==> src/design/sacfg_pkg.sv <==
// package: constants and carriers for the sector architecture and ecc status bank
package sacfg_pkg;

    // ------------------------------------------------------------
    // register layout
    // ------------------------------------------------------------
    localparam int          REG_W           = 8;
    localparam int          SECT_OPT_W      = 4;
    localparam int          ECC_DOUBLE_BIT  = 4;
    localparam int          ECC_SINGLE_BIT  = 3;
    localparam logic [3:0]  OPT_LAST_DEFINED = 4'h7;
    localparam logic [3:0]  OPT_MODEL_A     = 4'h5;
    localparam logic [3:0]  OPT_MODEL_B     = 4'h0;
    localparam logic [3:0]  ARCH_RSVD_VALUE = 4'h0;
    localparam logic [7:0]  ECC_STATUS_RST  = 8'h00;
    localparam logic        LOCK_RST        = 1'b0;
    localparam logic [7:0]  RD_DATA_RST     = 8'h00;
    localparam logic [31:0] UNIT_ADDR_RST   = 32'h0000_0000;

    // ------------------------------------------------------------
    // ecc data unit
    // ------------------------------------------------------------
    localparam int          UNIT_BYTES      = 16;
    localparam int          UNIT_BITS       = 128;
    localparam int          UNIT_ADDR_LSB   = $clog2(UNIT_BYTES);
    localparam int          ARRAY_ADDR_W    = 32;

    // ------------------------------------------------------------
    // serial read-out
    // ------------------------------------------------------------
    localparam int          SYNC_STAGES     = 2;
    localparam logic [2:0]  SHIFT_LAST      = 3'h7;

    // ------------------------------------------------------------
    // types
    // ------------------------------------------------------------
    typedef enum logic [0:0] {
        SACFG_SEL_ARCH,
        SACFG_SEL_ECC
    } sacfg_sel_e;

    typedef struct packed {
        logic                    valid;
        sacfg_sel_e              sel;
        logic [REG_W-1:0]        data;
    } sacfg_wr_s;

    typedef struct packed {
        logic                    valid;
        logic [ARRAY_ADDR_W-1:0] addr;
        logic                    single_corr;
        logic                    double_det;
    } sacfg_rd_s;

endpackage : sacfg_pkg

==> src/design/sacfg_serial_out.sv <==
// serial read-out of one register byte, timed by the sampled link clock
`timescale 1ns/1ps
`default_nettype none

module sacfg_serial_out (
    // clock and reset
    input  wire logic       clk_sys,
    input  wire logic       srst,
    // link pins
    input  wire logic       sck,
    input  wire logic       cs_n,
    output logic            so,
    output logic            so_oe_n,
    // byte to send
    input  wire logic [7:0] load_byte
);

    // ------------------------------------------------------------
    // pin synchronisers
    // ------------------------------------------------------------
    logic [1:0] sck_sync;
    logic [1:0] cs_sync;
    logic       sck_prev;
    logic       cs_prev;
    logic [7:0] shreg;
    logic [2:0] bit_cnt;

    always_ff @(posedge clk_sys) begin
        if (srst) begin
            sck_sync <= 2'h0;
            cs_sync  <= 2'h3;
            sck_prev <= 1'b0;
            cs_prev  <= 1'b1;
        end else begin
            sck_sync <= {sck_sync[0], sck};
            cs_sync  <= {cs_sync[0], cs_n};
            sck_prev <= sck_sync[1];
            cs_prev  <= cs_sync[1];
        end
    end

    wire frame_start = cs_prev & ~cs_sync[1];
    wire frame_on    = ~cs_sync[1];
    wire sck_fall    = sck_prev & ~sck_sync[1];

    // ------------------------------------------------------------
    // shifter: msb first, next bit on each falling edge
    // ------------------------------------------------------------
    wire [7:0] next_shreg = {shreg[6:0], 1'b0};

    always_ff @(posedge clk_sys) begin
        if (srst) begin
            shreg   <= 8'h00;
            bit_cnt <= 3'h0;
            so      <= 1'b0;
            so_oe_n <= 1'b1;
        end else if (frame_start) begin
            shreg   <= load_byte;
            bit_cnt <= 3'h0;
            so      <= load_byte[7];
            so_oe_n <= 1'b0;
        end else if (!frame_on) begin
            so_oe_n <= 1'b1;
        end else if (sck_fall) begin
            // byte repeats after the eighth bit, as a register read does
            shreg   <= (bit_cnt == sacfg_pkg::SHIFT_LAST) ? load_byte : next_shreg;
            so      <= (bit_cnt == sacfg_pkg::SHIFT_LAST) ? load_byte[7] : shreg[6];
            bit_cnt <= bit_cnt + 3'h1;
        end
    end

endmodule : sacfg_serial_out

`default_nettype wire

==> src/design/sacfg_bank.sv <==
// sector architecture configuration and ecc error status register bank
// Functional notes
// - new sector option becomes active only after chip-select, hardware or power-on reset (srst here reloads the factory option instead)
// - only one change from factory value allowed, then the field locks
// - writing the factory value again locks the default architecture
// - four-bit option code; options 0 to 7 defined, 8 to 15 reserved
// - permanent architecture lock in config register one refuses option writes
// - factory default option depends on model: option 5 or option 0
// - ecc works on sixteen-byte data units, status per unit
// - ecc status reflects the unit holding the last read byte (here the flags stay set across reads until cleared)
// - bit 4 set on a double-bit error in a read unit
// - bit 3 set on a corrected single-bit error in a read unit
// - both ecc flags evaluated every array read and sticky
// - ecc flags hold until the clear ecc status command zeroes them
// - ecc status is volatile read-only, resets to zero, reserved bits zero
`timescale 1ns/1ps
`default_nettype none

module sacfg_bank #(
    parameter logic [3:0] FACTORY_OPTION = sacfg_pkg::OPT_MODEL_A
) (
    // clock and reset (srst also stands for power-on reset)
    input  wire logic                                  clk_sys,
    input  wire logic                                  srst,
    // chip-select signalling or hardware reset, one-cycle pulse
    input  wire logic                                  arch_reset_req,
    // lock bit from config register one
    input  wire logic                                  permanent_arch_lock,
    // generic register write and read select
    input  wire sacfg_pkg::sacfg_wr_s                  reg_wr,
    input  wire sacfg_pkg::sacfg_sel_e                 reg_rd_sel,
    output logic [sacfg_pkg::REG_W-1:0]                reg_rd_data,
    output logic                                       wr_accept,
    output logic                                       wr_reject,
    // array read results and ecc clear
    input  wire sacfg_pkg::sacfg_rd_s                  array_rd,
    input  wire logic                                  clear_ecc_status_cmd,
    // architecture and ecc status outputs
    output logic [sacfg_pkg::SECT_OPT_W-1:0]           active_option,
    output logic                                       option_locked,
    output logic [sacfg_pkg::ARRAY_ADDR_W-1:0]         last_unit_addr,
    output logic                                       double_bit_error_flag,
    output logic                                       single_bit_corrected_flag,
    // serial read-out pins
    input  wire logic                                  sck,
    input  wire logic                                  cs_n,
    output logic                                       so,
    output logic                                       so_oe_n
);

    // ------------------------------------------------------------
    // state
    // ------------------------------------------------------------
    // stored value models the non-volatile cell; a power-on reset
    // restores the factory image since no real cell is behind it
    logic [3:0] sector_option_field;
    logic       locked;

    // ------------------------------------------------------------
    // architecture write decode
    // ------------------------------------------------------------
    wire        arch_wr      = reg_wr.valid && (reg_wr.sel == sacfg_pkg::SACFG_SEL_ARCH);
    wire        ecc_wr       = reg_wr.valid && (reg_wr.sel == sacfg_pkg::SACFG_SEL_ECC);
    wire [3:0]  wr_option    = reg_wr.data[sacfg_pkg::SECT_OPT_W-1:0];

    // ------------------------------------------------------------
    // refusal reasons
    // ------------------------------------------------------------
    wire        opt_reserved = wr_option > sacfg_pkg::OPT_LAST_DEFINED;
    wire        lock_refuse  = permanent_arch_lock | locked;
    wire        arch_refuse  = lock_refuse | opt_reserved;
    wire        arch_take    = arch_wr & ~arch_refuse;
    // the status register has no writable bit, so every write is refused
    wire        ecc_refuse   = ecc_wr;
    wire        next_accept  = arch_take;
    wire        next_reject  = (arch_wr & arch_refuse) | ecc_refuse;

    // ------------------------------------------------------------
    // stored option and its one-time lock
    // ------------------------------------------------------------
    always_ff @(posedge clk_sys) begin
        if (srst) begin
            sector_option_field <= FACTORY_OPTION;
        end else if (arch_take) begin
            // same value as factory also locks; upper bits are dropped
            sector_option_field <= wr_option;
        end
    end

    // a refused write leaves the lock as it was
    always_ff @(posedge clk_sys) begin
        if (srst) begin
            locked <= sacfg_pkg::LOCK_RST;
        end else if (arch_take) begin
            locked <= 1'b1;
        end
    end

    // ------------------------------------------------------------
    // write answers, one-cycle pulses
    // ------------------------------------------------------------
    always_ff @(posedge clk_sys) begin
        if (srst) begin
            wr_accept <= 1'b0;
        end else begin
            wr_accept <= next_accept;
        end
    end

    always_ff @(posedge clk_sys) begin
        if (srst) begin
            wr_reject <= 1'b0;
        end else begin
            wr_reject <= next_reject;
        end
    end

    // ------------------------------------------------------------
    // active architecture: follows the stored value only on a reset
    // ------------------------------------------------------------
    // a write landing in the same cycle as the reset request is only
    // activated by the next reset, since the old stored value is copied
    always_ff @(posedge clk_sys) begin
        if (srst) begin
            active_option <= FACTORY_OPTION;
        end else if (arch_reset_req) begin
            active_option <= sector_option_field;
        end
    end

    // ------------------------------------------------------------
    // lock status
    // ------------------------------------------------------------
    // includes the write taken this cycle, so it rises with the accept pulse
    always_ff @(posedge clk_sys) begin
        if (srst) begin
            option_locked <= sacfg_pkg::LOCK_RST;
        end else begin
            option_locked <= locked | arch_take;
        end
    end

    // ------------------------------------------------------------
    // ecc status: sticky, set wins over clear
    // ------------------------------------------------------------
    wire        set_double    = array_rd.valid & array_rd.double_det;
    wire        set_single    = array_rd.valid & array_rd.single_corr;
    // an error reported in the cycle of the clear must not be lost
    wire        next_double   = set_double | (double_bit_error_flag & ~clear_ecc_status_cmd);
    wire        next_single   = set_single | (single_bit_corrected_flag & ~clear_ecc_status_cmd);

    // the single-bit flag is kept even under a double-bit error;
    // making sense of the pair is left to the host
    always_ff @(posedge clk_sys) begin
        if (srst) begin
            double_bit_error_flag     <= sacfg_pkg::ECC_STATUS_RST[sacfg_pkg::ECC_DOUBLE_BIT];
        end else begin
            double_bit_error_flag     <= next_double;
        end
    end

    always_ff @(posedge clk_sys) begin
        if (srst) begin
            single_bit_corrected_flag <= sacfg_pkg::ECC_STATUS_RST[sacfg_pkg::ECC_SINGLE_BIT];
        end else begin
            single_bit_corrected_flag <= next_single;
        end
    end

    // ------------------------------------------------------------
    // address of the last data unit read
    // ------------------------------------------------------------
    wire [31:0] next_unit     = {array_rd.addr[sacfg_pkg::ARRAY_ADDR_W-1:sacfg_pkg::UNIT_ADDR_LSB],
                                 {sacfg_pkg::UNIT_ADDR_LSB{1'b0}}};

    always_ff @(posedge clk_sys) begin
        if (srst) begin
            last_unit_addr <= sacfg_pkg::UNIT_ADDR_RST;
        end else if (array_rd.valid) begin
            last_unit_addr <= next_unit;
        end
    end

    // ------------------------------------------------------------
    // read-back; reserved bits read zero
    // ------------------------------------------------------------
    wire [7:0] arch_image = {sacfg_pkg::ARCH_RSVD_VALUE, sector_option_field};
    wire [7:0] ecc_image  = {3'h0, double_bit_error_flag, single_bit_corrected_flag, 3'h0};
    wire       ecc_sel    = (reg_rd_sel == sacfg_pkg::SACFG_SEL_ECC);
    wire [7:0] next_rd    = ecc_sel ? ecc_image : arch_image;

    // registered so the serial side loads a settled byte at frame start
    always_ff @(posedge clk_sys) begin
        if (srst) begin
            reg_rd_data <= sacfg_pkg::RD_DATA_RST;
        end else begin
            reg_rd_data <= next_rd;
        end
    end

    // ------------------------------------------------------------
    // serial read-out of the selected register
    // ------------------------------------------------------------
    // the byte sent is whichever register the read select chooses
    sacfg_serial_out u_serial (
        .clk_sys   (clk_sys),
        .srst      (srst),
        .sck       (sck),
        .cs_n      (cs_n),
        .so        (so),
        .so_oe_n   (so_oe_n),
        .load_byte (reg_rd_data)
    );

endmodule : sacfg_bank

`default_nettype wire

==> config.mk <==
export PLATFORM = sky130hd
export DESIGN_NAME = sacfg_bank
export DESIGN_NICKNAME = d
export VERILOG_FILES = /design/src/design/sacfg_pkg.sv /design/src/design/sacfg_serial_out.sv /design/src/design/sacfg_bank.sv
export SDC_FILE = /design/constraint.sdc
export NUM_CORES = 1
export LEC_CHECK = 0
export BUFFER_PORTS_ARGS = -buffer_cell sky130_fd_sc_hd__buf_2
export CELL_PAD_IN_SITES_DETAIL_PLACEMENT = 0
export CELL_PAD_IN_SITES_GLOBAL_PLACEMENT = 1
export CORE_ASPECT_RATIO = 0.8
export CORE_MARGIN = 2
export CORE_UTILIZATION = 37
export CTS_CLUSTER_SIZE = 20
export DETAILED_ROUTE_END_ITERATION = 7
export MAX_ROUTING_LAYER = met4
export PLACE_DENSITY = 0.88
export SKIP_LAST_GASP = 1
export SYNTH_ARGS = -nofsm -noshare
export SYNTH_HDL_FRONTEND = slang
export SYNTH_SLANG_ARGS = --single-unit
==> constraint.sdc <==
create_clock -name clk_sys -period 4.26 [get_ports clk_sys]
set_input_delay 0.213 -clock clk_sys [delete_from_list [all_inputs] [get_ports clk_sys]]
set_output_delay 0.213 -clock clk_sys [all_outputs]
set_load 0.01 [all_outputs]
==> impl_metrics.toml, run 1 <==
[detailed_routing]
detailedRoute.firstPassIterationCount = 4
drtIter0Drc = 30
vias = 1789
routed_wl_um = 4710
wl_per_cell_um = 11.7
routed_via_density = 4.46
drc_errors = 0
final_antenna_net_count = 0

[sta]
fmax_ghz = 0.640
fin_crit_sh = 0.367
setup_violations = 0
tightestPinTransition_ns = 0.856
final.min_clock_period_ns = 1.56
slew_headroom = 0.429
fin_worst_skew_ns = 0.00799
hold_viol_final = 0
rsz0062_at_grt = "false"
tns_ns = 0
slew_viol_final = 0
hold_ws_ns = 0.0738

[setup_path]
cp-end-kind = "flip-flop"
worstPathArrival_ns = 1.77
worst_ep_required_time_ns = 4.47
path_cells = "buf_2 > inv_1 > o21ai_0 > nor2_1"
crit_start = "srst"
cp_max_fo = 47
rrSetupSlack_ns = 2.77
reg2reg_depth = 5
critPathSlowestCell = "buf_2"
path_class = "in -> reg"
setup.worst_path.start_class = "primary input"
critPathMaxStageDelay_ns = 0.63
r2r_start = "u_serial.bit_cnt[0]$_SDFFE_PP0P_"
timing.rr.end = "u_serial.shreg[3]$_SDFFE_PP0P_"

[clock_network]
path_clk_slew_ns = 0.06
htreeDepth = 3
clock-sinks = 65
numCtsBuffers = 9
hold_buffers = 0
cts.path.max_buffers = 2
root_buffer = "clkbuf_8"
postCtsSetupBuffers = 0
clk_latency_ns = 0.33
cts_tree = "done"
ctsResizeCount = 0

[synthesis]
ys_seq_elements = 65
synth.distinct_cells = 37
synth_flop_cell = "dfxtp_1"
synth_commonest_cells = "65 x dfxtp_1, 40 x mux2i_1, 38 x nor2_1, 7 x buf_4, 7 x clkbuf_1"
post-synth-top-area-cell = "dfxtp_1"
synth-edff-count = 0
synth_area_leaders = "dfxtp_1 54%, mux2i_1 17%, nor2_1 6.0%"
yosysSeqAreaShare = 0.545
synth_cells = 227
postSynthAreaPerCell_um2 = 10.5
yosysTopAreaCellShare = 0.545
synthArstFlopShare = 0
syn_area_um2 = 2390
ys_warn_count = 0
yosysMostFrequentCell = "dfxtp_1"

[min_path]
hold_end = "u_serial.cs_sync[0]$_SDFF_PP1_"
whs_path_depth = 2
hp-class = "in -> reg"
min_from = "cs_n"

[floorplan]
die-area_um2 = 7120
die_y_um = 75.9
num_rows = 26
io_pins = 104
die_w_um = 93.9
core_area_um2 = 6310
initial_core_util = 0.379

[layout]
n_fill_cell = 642
regArea_um2 = 1300
nNetsFinal = 367
multi_input_area_um2 = 988
antennaDiodeCount = 0
drive_gt1_frac = 0.363
syn2layout_area_growth_pct = 26.5

[global_routing]
grt_overflow_total = 0
grt.total_usage = 0.145
grt_pass1_wl_um = 7580
grt_max_degree = 48
grt_pass1_vias = 1640
grt_antenna_before_repair = 0

[placed_design]
numPortBuffers = 88
hpwl_um = 3250
gp_congestion = 0.774

[run]
max_cap_viol_count = 0

[power]
vdd_drop_max_mv = 0.201
p_leak_nw = 1.49
cellPowerDensity_nw_per_um2 = 402

[run_status]
status = "finished clean"
## where the power goes
| group | switching, mW | internal [mW] | total, mW |
|---|---|---|---|
| Sequential | 0.0135 | 0.633 | 0.647 |
| Clock | 0.216 | 0.240 | 0.456 |
| Combinational | 0.0590 | 0.0542 | 0.113 |
## worst max path at each step
stage / to / slack [ns]
after floorplan: u_serial.shreg[1]$_SDFFE_PP0P_ / 2.92
after global placement: u_serial.bit_cnt[1]$_SDFFE_PP0P_ / 2.36
after detailed placement: u_serial.bit_cnt[1]$_SDFFE_PP0P_ / 2.31
after CTS: u_serial.bit_cnt[1]$_SDFFE_PP0P_ / 2.68
after global routing: u_serial.bit_cnt[1]$_SDFFE_PP0P_ / 2.49
final: u_serial.bit_cnt[1]$_SDFFE_PP0P_ / 2.70
## stage by stage
stage / area (µm²) / setup slack (ns) / total power, mW / util / std cells
after floorplan: 2410 / 2.92 / 0.730 / - / 233
after global placement: 2850 / 2.36 / 0.772 / 0.452 / 385
after detailed placement: 2850 / 2.31 / 0.775 / 0.452 / 385
after CTS: 3020 / 2.68 / 1.24 / 0.479 / 401
after global routing: 3020 / 2.49 / 1.28 / 0.479 / 401
final: 3020 / 2.70 / 1.22 / 0.479 / 401
## area by class of cell
| cell class | instances | area share |
|---|---|---|
| Clock buffer | 13 | 0.0525 |
| Clock inverter | 3 | 0.00496 |
| Inverter | 4 | 0.00496 |
| Multi-Input combinational cell | 144 | 0.327 |
| Sequential cell | 65 | 0.430 |
| Tap cell | 84 | 0.0348 |
| Timing Repair Buffer | 88 | 0.146 |
## sequential cells by signal, summed over array words and instances, names as in the netlist
| register | cells |
|---|---|
| u_serial.sck_prev | 1 |
| u_serial.sck_sync | 2 |
| u_serial.bit_cnt | 3 |
| wr_reject | 1 |
| option_locked | 1 |
| wr_accept | 1 |
| u_serial.cs_prev | 1 |
| sector_option_field | 4 |
| active_option | 4 |
| u_serial.cs_sync | 2 |
| u_serial.so | 1 |
| u_serial.so_oe_n | 1 |
| last_unit_addr | 28 |
| u_serial.shreg | 7 |
| single_bit_corrected_flag | 1 |
| double_bit_error_flag | 1 |
| locked | 1 |
| reg_rd_data | 5 |
## placed cells by master, fill, tap and decap left out, drive strengths merged, types with 5 or more instances in the layout
cell type,instances
nor2b,5
a21oi,5
buf,88
mux2i,40
nor2,39
clkbuf,13
nand2b,5
dfxtp,65
conb,7
nand2,7
## critical path, delay by kind of cell
kind            cells  cell delay [ns]
simple gates        1             0.09
buf+inv             2             1.12
compound gates      1             0.30
## cells by family (layout without fill, tap and decap cells)
logic type                 after synthesis  after routing  share of synthesized area
and+or+nand+nor                         71             71                      0.151
DFF                                     65             65                      0.545
AOI/OAI and AO/OA                       23             23                     0.0696
adders and majority gates                2              2                     0.0105
other                                    1              7                    0.00157
buffers and inverters                   24            108                     0.0513
muxes                                   40             40                      0.168
xor gates and xnor gates                 1              1                    0.00367
## per-layer routing
| layer | part of all wire | track usage | vias to the layer above |
|---|---|---|---|
| li1 | - | - | 923 |
| met1 | 0.48 | 0.181 | 801 |
| met5 | 0 | - | - |
| met3 | 0.077 | 0.0702 | 6 |
| met2 | 0.43 | 0.205 | 59 |
| met4 | 0.013 | 0.0531 | 0 |
Power figures use the tool's default switching activity.
==> run 2: changes to the inputs <==
--- a/config.mk
+++ b/config.mk
@@ -5,16 +5,17 @@
 export SDC_FILE = /design/constraint.sdc
 export NUM_CORES = 1
 export LEC_CHECK = 0
+export ABC_AREA = 1
 export BUFFER_PORTS_ARGS = -buffer_cell sky130_fd_sc_hd__buf_2
 export CELL_PAD_IN_SITES_DETAIL_PLACEMENT = 0
 export CELL_PAD_IN_SITES_GLOBAL_PLACEMENT = 1
 export CORE_ASPECT_RATIO = 0.8
 export CORE_MARGIN = 2
-export CORE_UTILIZATION = 37
+export CORE_UTILIZATION = 33
 export CTS_CLUSTER_SIZE = 20
 export DETAILED_ROUTE_END_ITERATION = 7
 export MAX_ROUTING_LAYER = met4
-export PLACE_DENSITY = 0.88
+export PLACE_DENSITY = 0.83
 export SKIP_LAST_GASP = 1
 export SYNTH_ARGS = -nofsm -noshare
 export SYNTH_HDL_FRONTEND = slang
==> constraint.sdc (replaced) <==
create_clock -name clk_sys -period 1.5 [get_ports clk_sys]
set_input_delay 0.075 -clock clk_sys [delete_from_list [all_inputs] [get_ports clk_sys]]
set_output_delay 0.075 -clock clk_sys [all_outputs]
set_load 0.01 [all_outputs]
==> run 2 against run 1 <==
Compared with the run above:
- routed wire length rose by 28%
- first-iteration DRC count rose to 4.3 times the previous value
- clock power rose to 3.5 times the previous value
- final area rose by 16%
- combinational power rose to 4.0 times the previous value
- critical path type is now reg -> reg
- via count rose by 31%
- area after synthesis rose by 3.1%
- cell count rose by 32%
- hold slack got worse by 0.0086 ns
- register-to-register slack got worse by 2.6 ns
- total power rose to 3.2 times the previous value
- synthesized cell count rose by 35%
- largest power group unchanged
==> impl_metrics.toml, run 2 <==
[sta]
fin_crit_sh = 0.866
slew_viol_final = 0
hold_viol_final = 0
rsz0062_at_grt = "false"
tns_ns = 0
fmax_ghz = 0.770
final.min_clock_period_ns = 1.30
fin_worst_skew_ns = 0.00688
setup_violations = 0
hold_ws_ns = 0.0652
final.setup.worst_slack_ns = 0.201

[synthesis]
postSynthAreaPerCell_um2 = 8.03
synth-edff-count = 0
synth_area_leaders = "dfxtp_1 53%, nor2_1 12%, o21ai_0 6.3%"
synth.distinct_cells = 28
yosysMostFrequentCell = "nor2_1"
syn_area_um2 = 2460
synth_cells = 307
ys_seq_elements = 65
post-synth-top-area-cell = "dfxtp_1"
synthArstFlopShare = 0
synth_commonest_cells = "78 x nor2_1, 65 x dfxtp_1, 39 x nand2_1, 31 x o21ai_0, 19 x inv_1"
synth_flop_cell = "dfxtp_1"
yosysSeqAreaShare = 0.528
yosysTopAreaCellShare = 0.528
ys_warn_count = 0

[placed_design]
hpwl_um = 3920
place_inst = 473
postPlaceCellArea_um2 = 2920
numPortBuffers = 88
dp_slack_ns = 0.0779
gp_congestion = 0.726

[detailed_routing]
final_antenna_net_count = 0
drc_errors = 0
vias = 2344
detailedRoute.firstPassIterationCount = 4
routed_wl_um = 6010
wl_per_cell_um = 11.4
routed_via_density = 4.44
drtIter0Drc = 128

[setup_path]
setup.worst_path.start_class = "flip-flop"
cp_max_fo = 11
critPathMaxStageDelay_ns = 0.33
path_cells = "ha_1 > ha_1 > inv_4 > nand2_1 > nor2_1 > nand2_1 > a21oi_1"
critPathSlowestCell = "dfxtp_1"
critPathBufInv = 1
cp-end-kind = "flip-flop"
critical_path.top_delay_family = "adder cells"
path_class = "reg -> reg"
worstPathArrival_ns = 1.56
worst_ep_required_time_ns = 1.76

[layout]
final_common_cell = "buf_2"
syn2layout_area_growth_pct = 42.8
largest-register = "last_unit_addr"
antennaDiodeCount = 0
fin_util = 0.481
stdcell_count = 528
nNetsFinal = 488
biggestRegsByFlops = "last_unit_addr (28), u_serial.shreg (7), reg_rd_data (5)"
largest_reg_flops = 28
drive_gt1_frac = 0.267
mostFrequentLayoutCells = "88 x buf_2, 78 x nor2_1, 65 x dfxtp_1"
finish.instance_area_um2 = 3520

[floorplan]
core_area_um2 = 7320
initial_core_util = 0.337
die_w_um = 101
die-area_um2 = 8180
io_pins = 104
num_rows = 28
die_y_um = 81.3

[run]
max_cap_viol_count = 0

[clock_network]
htreeDepth = 3
numCtsBuffers = 9
cts.path.max_buffers = 2
clk_latency_ns = 0.33
root_buffer = "clkbuf_8"
cts_tree = "done"
path_clk_slew_ns = 0.07
postCtsSetupBuffers = 0
clock-sinks = 65

[global_routing]
grt_pass1_wl_um = 10300
grt_antenna_before_repair = 0
grt_max_degree = 38
grt.total_usage = 0.164
grt_overflow_total = 0
grt_pass1_vias = 2310

[min_path]
hp-class = "in -> reg"

[power]
p_total_mw = 3.89
vdd_drop_max_mv = 0.602
cellPowerDensity_nw_per_um2 = 1100
p_leak_nw = 1.75

[run_status]
status = "finished clean"
-- run 2: changes by cell type after synthesis, moves of 15 or more --
cell | before | now
nand2_1 | 6 | 39
mux2i_1 | 40 | 0
nor2_1 | 38 | 78
nand3_1 | 0 | 15
o21ai_0 | 2 | 31
inv_1 | 4 | 19
-- run 2: tightest hold or removal path: cells and delay by family --
family | cells | cell delay (ns)
buffers and inverters | 3 | 0.15
and+or+nand+nor | 2 | 0.15
-- run 2: cell families after synthesis --
family                   after synthesis  share of synthesized area
AO/OA/AOI/OAI                         48                      0.105
adder cells (fa/ha/maj)                2                     0.0102
buffers and inverters                 43                     0.0980
flip-flops                            65                      0.528
other                                  1                    0.00152
AND/OR/NAND/NOR                      148                      0.258
-- run 2: repair_timing --
item / in CTS / in global routing
gates resized for setup: 0 / 2
hold buffers: 39 / 0
hold endpoints to repair: 39 / 0
endpoints found under the setup margin: 0 / 5
-- run 2: layer usage --
| layer | routed length (µm) | up-vias | GRT usage |
|---|---|---|---|
| li1 | - | 1213 | - |
| met1 | 2690 | 1064 | 0.179 |
| met2 | 2950 | 57 | 0.281 |
| met3 | 250 | 10 | 0.0439 |
| met4 | 116 | 0 | 0.0781 |
| met5 | 0 | - | - |
-- run 2: worst paths after layout --
path	from	to	slack (ns)	cells past startpoint
min	reg_wr[1]	sector_option_field[1]$_SDFFE_PP0P_	0.07	5
max reg2reg	u_serial.bit_cnt[0]$_SDFFE_PP0P_	u_serial.so$_SDFFE_PP0P_	0.20	7
min reg2reg	u_serial.sck_sync[0]$_SDFF_PP0_	u_serial.sck_sync[1]$_SDFF_PP0_	0.41	2
max	u_serial.bit_cnt[0]$_SDFFE_PP0P_	u_serial.so$_SDFFE_PP0P_	0.20	7
-- run 2: where the power goes --
| part | switching (mW) | leakage [nW] | internal [mW] |
|---|---|---|---|
| logic | 0.228 | 1.10 | 0.218 |
| clock network | 0.650 | 0.108 | 0.938 |
| registers | 0.0404 | 0.535 | 1.81 |
| total | 0.919 | 1.75 | 2.97 |
-- run 2: final cells by class --
cell class	instances	area, µm²
Clock buffer	11	131
Clock inverter	5	78.8
Fill cell	708	3800
Inverter	22	85.1
Multi-Input combinational cell	205	945
Sequential cell	65	1300
Tap cell	90	113
Timing Repair Buffer	130	866
==> run 3: changes to the inputs <==
--- a/config.mk
+++ b/config.mk
@@ -5,13 +5,12 @@
 export SDC_FILE = /design/constraint.sdc
 export NUM_CORES = 1
 export LEC_CHECK = 0
-export ABC_AREA = 1
 export BUFFER_PORTS_ARGS = -buffer_cell sky130_fd_sc_hd__buf_2
 export CELL_PAD_IN_SITES_DETAIL_PLACEMENT = 0
 export CELL_PAD_IN_SITES_GLOBAL_PLACEMENT = 1
 export CORE_ASPECT_RATIO = 0.8
 export CORE_MARGIN = 2
-export CORE_UTILIZATION = 33
+export CORE_UTILIZATION = 34
 export CTS_CLUSTER_SIZE = 20
 export DETAILED_ROUTE_END_ITERATION = 7
 export MAX_ROUTING_LAYER = met4
==> run 3 against run 2 <==
Compared with the run above:
- critical path depth fell by 2
- clock power decreased by 18%
- via count decreased by 16%
- routed wire length shrank 11%
- worst setup slack worse by 0.070 ns
- global-route usage down 1.2 points
- clock-buffer cell count unchanged
- clock skew shrank 0.0012 ns
- fmax shrank 5.1%
- combinational power down 9.4%
- utilization is 1.6 points higher
- first-iteration DRC count down 73%
- critical endpoint is now u_serial.shreg[4]$_SDFFE_PP0P_
- largest power group unchanged
- highest routed layer unchanged
==> impl_metrics.toml, run 3 (synthesis results as in run 1) <==
[run_status]
status = "finished clean"

[layout]
antennaDiodeCount = 0
regArea_um2 = 1300
drive_gt1_frac = 0.339
nNetsFinal = 404
biggestRegsByFlops = "last_unit_addr (28), u_serial.shreg (7), reg_rd_data (5)"
final_common_cell = "buf_2"
largest-register = "last_unit_addr"
multi_input_area_um2 = 993
n_fill_cell = 653
largest_reg_flops = 28
syn2layout_area_growth_pct = 42.5
mostFrequentLayoutCells = "88 x buf_2, 65 x dfxtp_1, 40 x mux2i_1"

[setup_path]
cp_max_fo = 6
timing.rr.end = "u_serial.shreg[4]$_SDFFE_PP0P_"
worstPathArrival_ns = 1.59
path_class = "reg -> reg"
cp-end-kind = "flip-flop"
r2r_start = "u_serial.bit_cnt[0]$_SDFFE_PP0P_"
rrSetupSlack_ns = 0.13
reg2reg_depth = 5
worst_ep_required_time_ns = 1.72
setup.worst_path.start_class = "flip-flop"

[sta]
hold_viol_final = 0
hold_ws_ns = 0.0344
slew_viol_final = 0
final.min_clock_period_ns = 1.37
tns_ns = 0
fin_worst_skew_ns = 0.00567
fin_crit_sh = 0.913
rsz0062_at_grt = "false"
fmax_ghz = 0.731
setup_violations = 0

[run]
max_cap_viol_count = 0

[placed_design]
gp_congestion = 0.776
numPortBuffers = 88
hpwl_um = 3510

[clock_network]
numCtsBuffers = 9
path_clk_slew_ns = 0.07
clock-sinks = 65
clk_latency_ns = 0.34
postCtsSetupBuffers = 0
cts_tree = "done"
root_buffer = "clkbuf_8"
htreeDepth = 3
cts.path.max_buffers = 2

[detailed_routing]
routed_via_density = 4.46
drc_errors = 0
drtIter0Drc = 34
wl_per_cell_um = 12.1
vias = 1968
routed_wl_um = 5340
final_antenna_net_count = 0
detailedRoute.firstPassIterationCount = 4

[floorplan]
die_w_um = 97.7
core_area_um2 = 6860
num_rows = 27
die_y_um = 79.0
initial_core_util = 0.348
io_pins = 104
die-area_um2 = 7720

[global_routing]
grt_max_degree = 31
grtUsageMet3 = 0.0739
grt_pass1_vias = 1893
grtUsageMet2 = 0.243
grt_overflow_total = 0
grt_pass1_wl_um = 8920
top_usage_layer = "met2"
grt_antenna_before_repair = 0
grt.total_usage = 0.152
met1_usage = 0.164

[min_path]
hp-class = "in -> reg"
hold_end = "reg_rd_data[3]$_SDFF_PP0_"
min_from = "srst"
whs_path_depth = 2

[power]
vdd_drop_max_mv = 0.438
p_leak_nw = 1.64
cellPowerDensity_nw_per_um2 = 1040
==> run 3: cell count changes in the layout (fill, tap and decap cells not counted), sizes merged, moves of 5 or more <==
| cell | previous run | this run |
|---|---|---|
| nor2 | 80 | 39 |
| a21oi | 10 | 5 |
| mux2i | 0 | 40 |
| nand2b | 0 | 5 |
| nand2 | 40 | 7 |
| nand3 | 17 | 0 |
| dlygate4sd3 | 39 | 33 |
| inv | 23 | 4 |
| nor2b | 0 | 5 |
| o21ai | 31 | 2 |
==> run 3: repair_timing <==
item	in CTS	in global routing
endpoints found under the hold margin	33	0
setup endpoints to repair	0	4
hold buffers	33	0
resized for setup	0	1
==> run 3: per-stage QoR <==
| stage | setup slack, ns | cells | area, µm² | util | power, mW |
|---|---|---|---|---|---|
| 2_1_floorplan | 0.156 | 233 | 2410 | - | 2.07 |
| 3_3_place_gp | 0.0599 | 392 | 2900 | 0.422 | 2.21 |
| 3_5_place_dp | 0.0375 | 392 | 2900 | 0.422 | 2.21 |
| 4_1_cts | 0.0234 | 441 | 3400 | 0.496 | 3.59 |
| 5_1_grt | 0.0283 | 441 | 3400 | 0.496 | 3.72 |
| 6_report | 0.131 | 441 | 3400 | 0.496 | 3.54 |
==> run 3: final cells by class <==
cell class / instances / share of cell area
well taps: 87 / 0.0320
multi-input cells: 144 / 0.292
clock buffers: 11 / 0.0415
inverters: 4 / 0.00441
flip-flops and latches: 65 / 0.382
clock inverters: 5 / 0.00919
repair buffers: 125 / 0.239
==> run 3: worst max-delay path, cell delays in order, from the launching register on <==
cell     delay (ns)
dfxtp_1        0.33
ha_1           0.20
ha_1           0.22
nor2_4         0.22
mux2i_1        0.21
a21oi_1        0.08
==> run 3: worst max path at each step <==
| stage | cells after the start | start | end | slack, ns |
|---|---|---|---|---|
| final | 5 | u_serial.bit_cnt[0]$_SDFFE_PP0P_ | u_serial.shreg[4]$_SDFFE_PP0P_ | 0.13 |
| after global routing | 5 | u_serial.bit_cnt[0]$_SDFFE_PP0P_ | u_serial.shreg[2]$_SDFFE_PP0P_ | 0.03 |
| after CTS | 5 | u_serial.bit_cnt[0]$_SDFFE_PP0P_ | u_serial.shreg[2]$_SDFFE_PP0P_ | 0.02 |
| after detailed placement | 5 | u_serial.bit_cnt[0]$_SDFFE_PP0P_ | u_serial.shreg[2]$_SDFFE_PP0P_ | 0.04 |
| after global placement | 5 | u_serial.bit_cnt[0]$_SDFFE_PP0P_ | u_serial.shreg[1]$_SDFFE_PP0P_ | 0.06 |
| after floorplan | 5 | u_serial.bit_cnt[0]$_SDFFE_PP0P_ | u_serial.shreg[1]$_SDFFE_PP0P_ | 0.16 |
==> run 3: power by group <==
| group | switching, mW | internal (mW) |
|---|---|---|
| clock network | 0.659 | 0.639 |
| registers | 0.0388 | 1.80 |
| logic | 0.187 | 0.219 |
| total | 0.884 | 2.66 |
==> run 3: per-layer routing <==
metal | share of wire | vias up | wire length [µm]
li1 | - | 1000 | -
met1 | 0.42 | 906 | 2270
met2 | 0.50 | 58 | 2650
met3 | 0.068 | 4 | 361
met4 | 0.011 | 0 | 57
met5 | 0 | - | 0
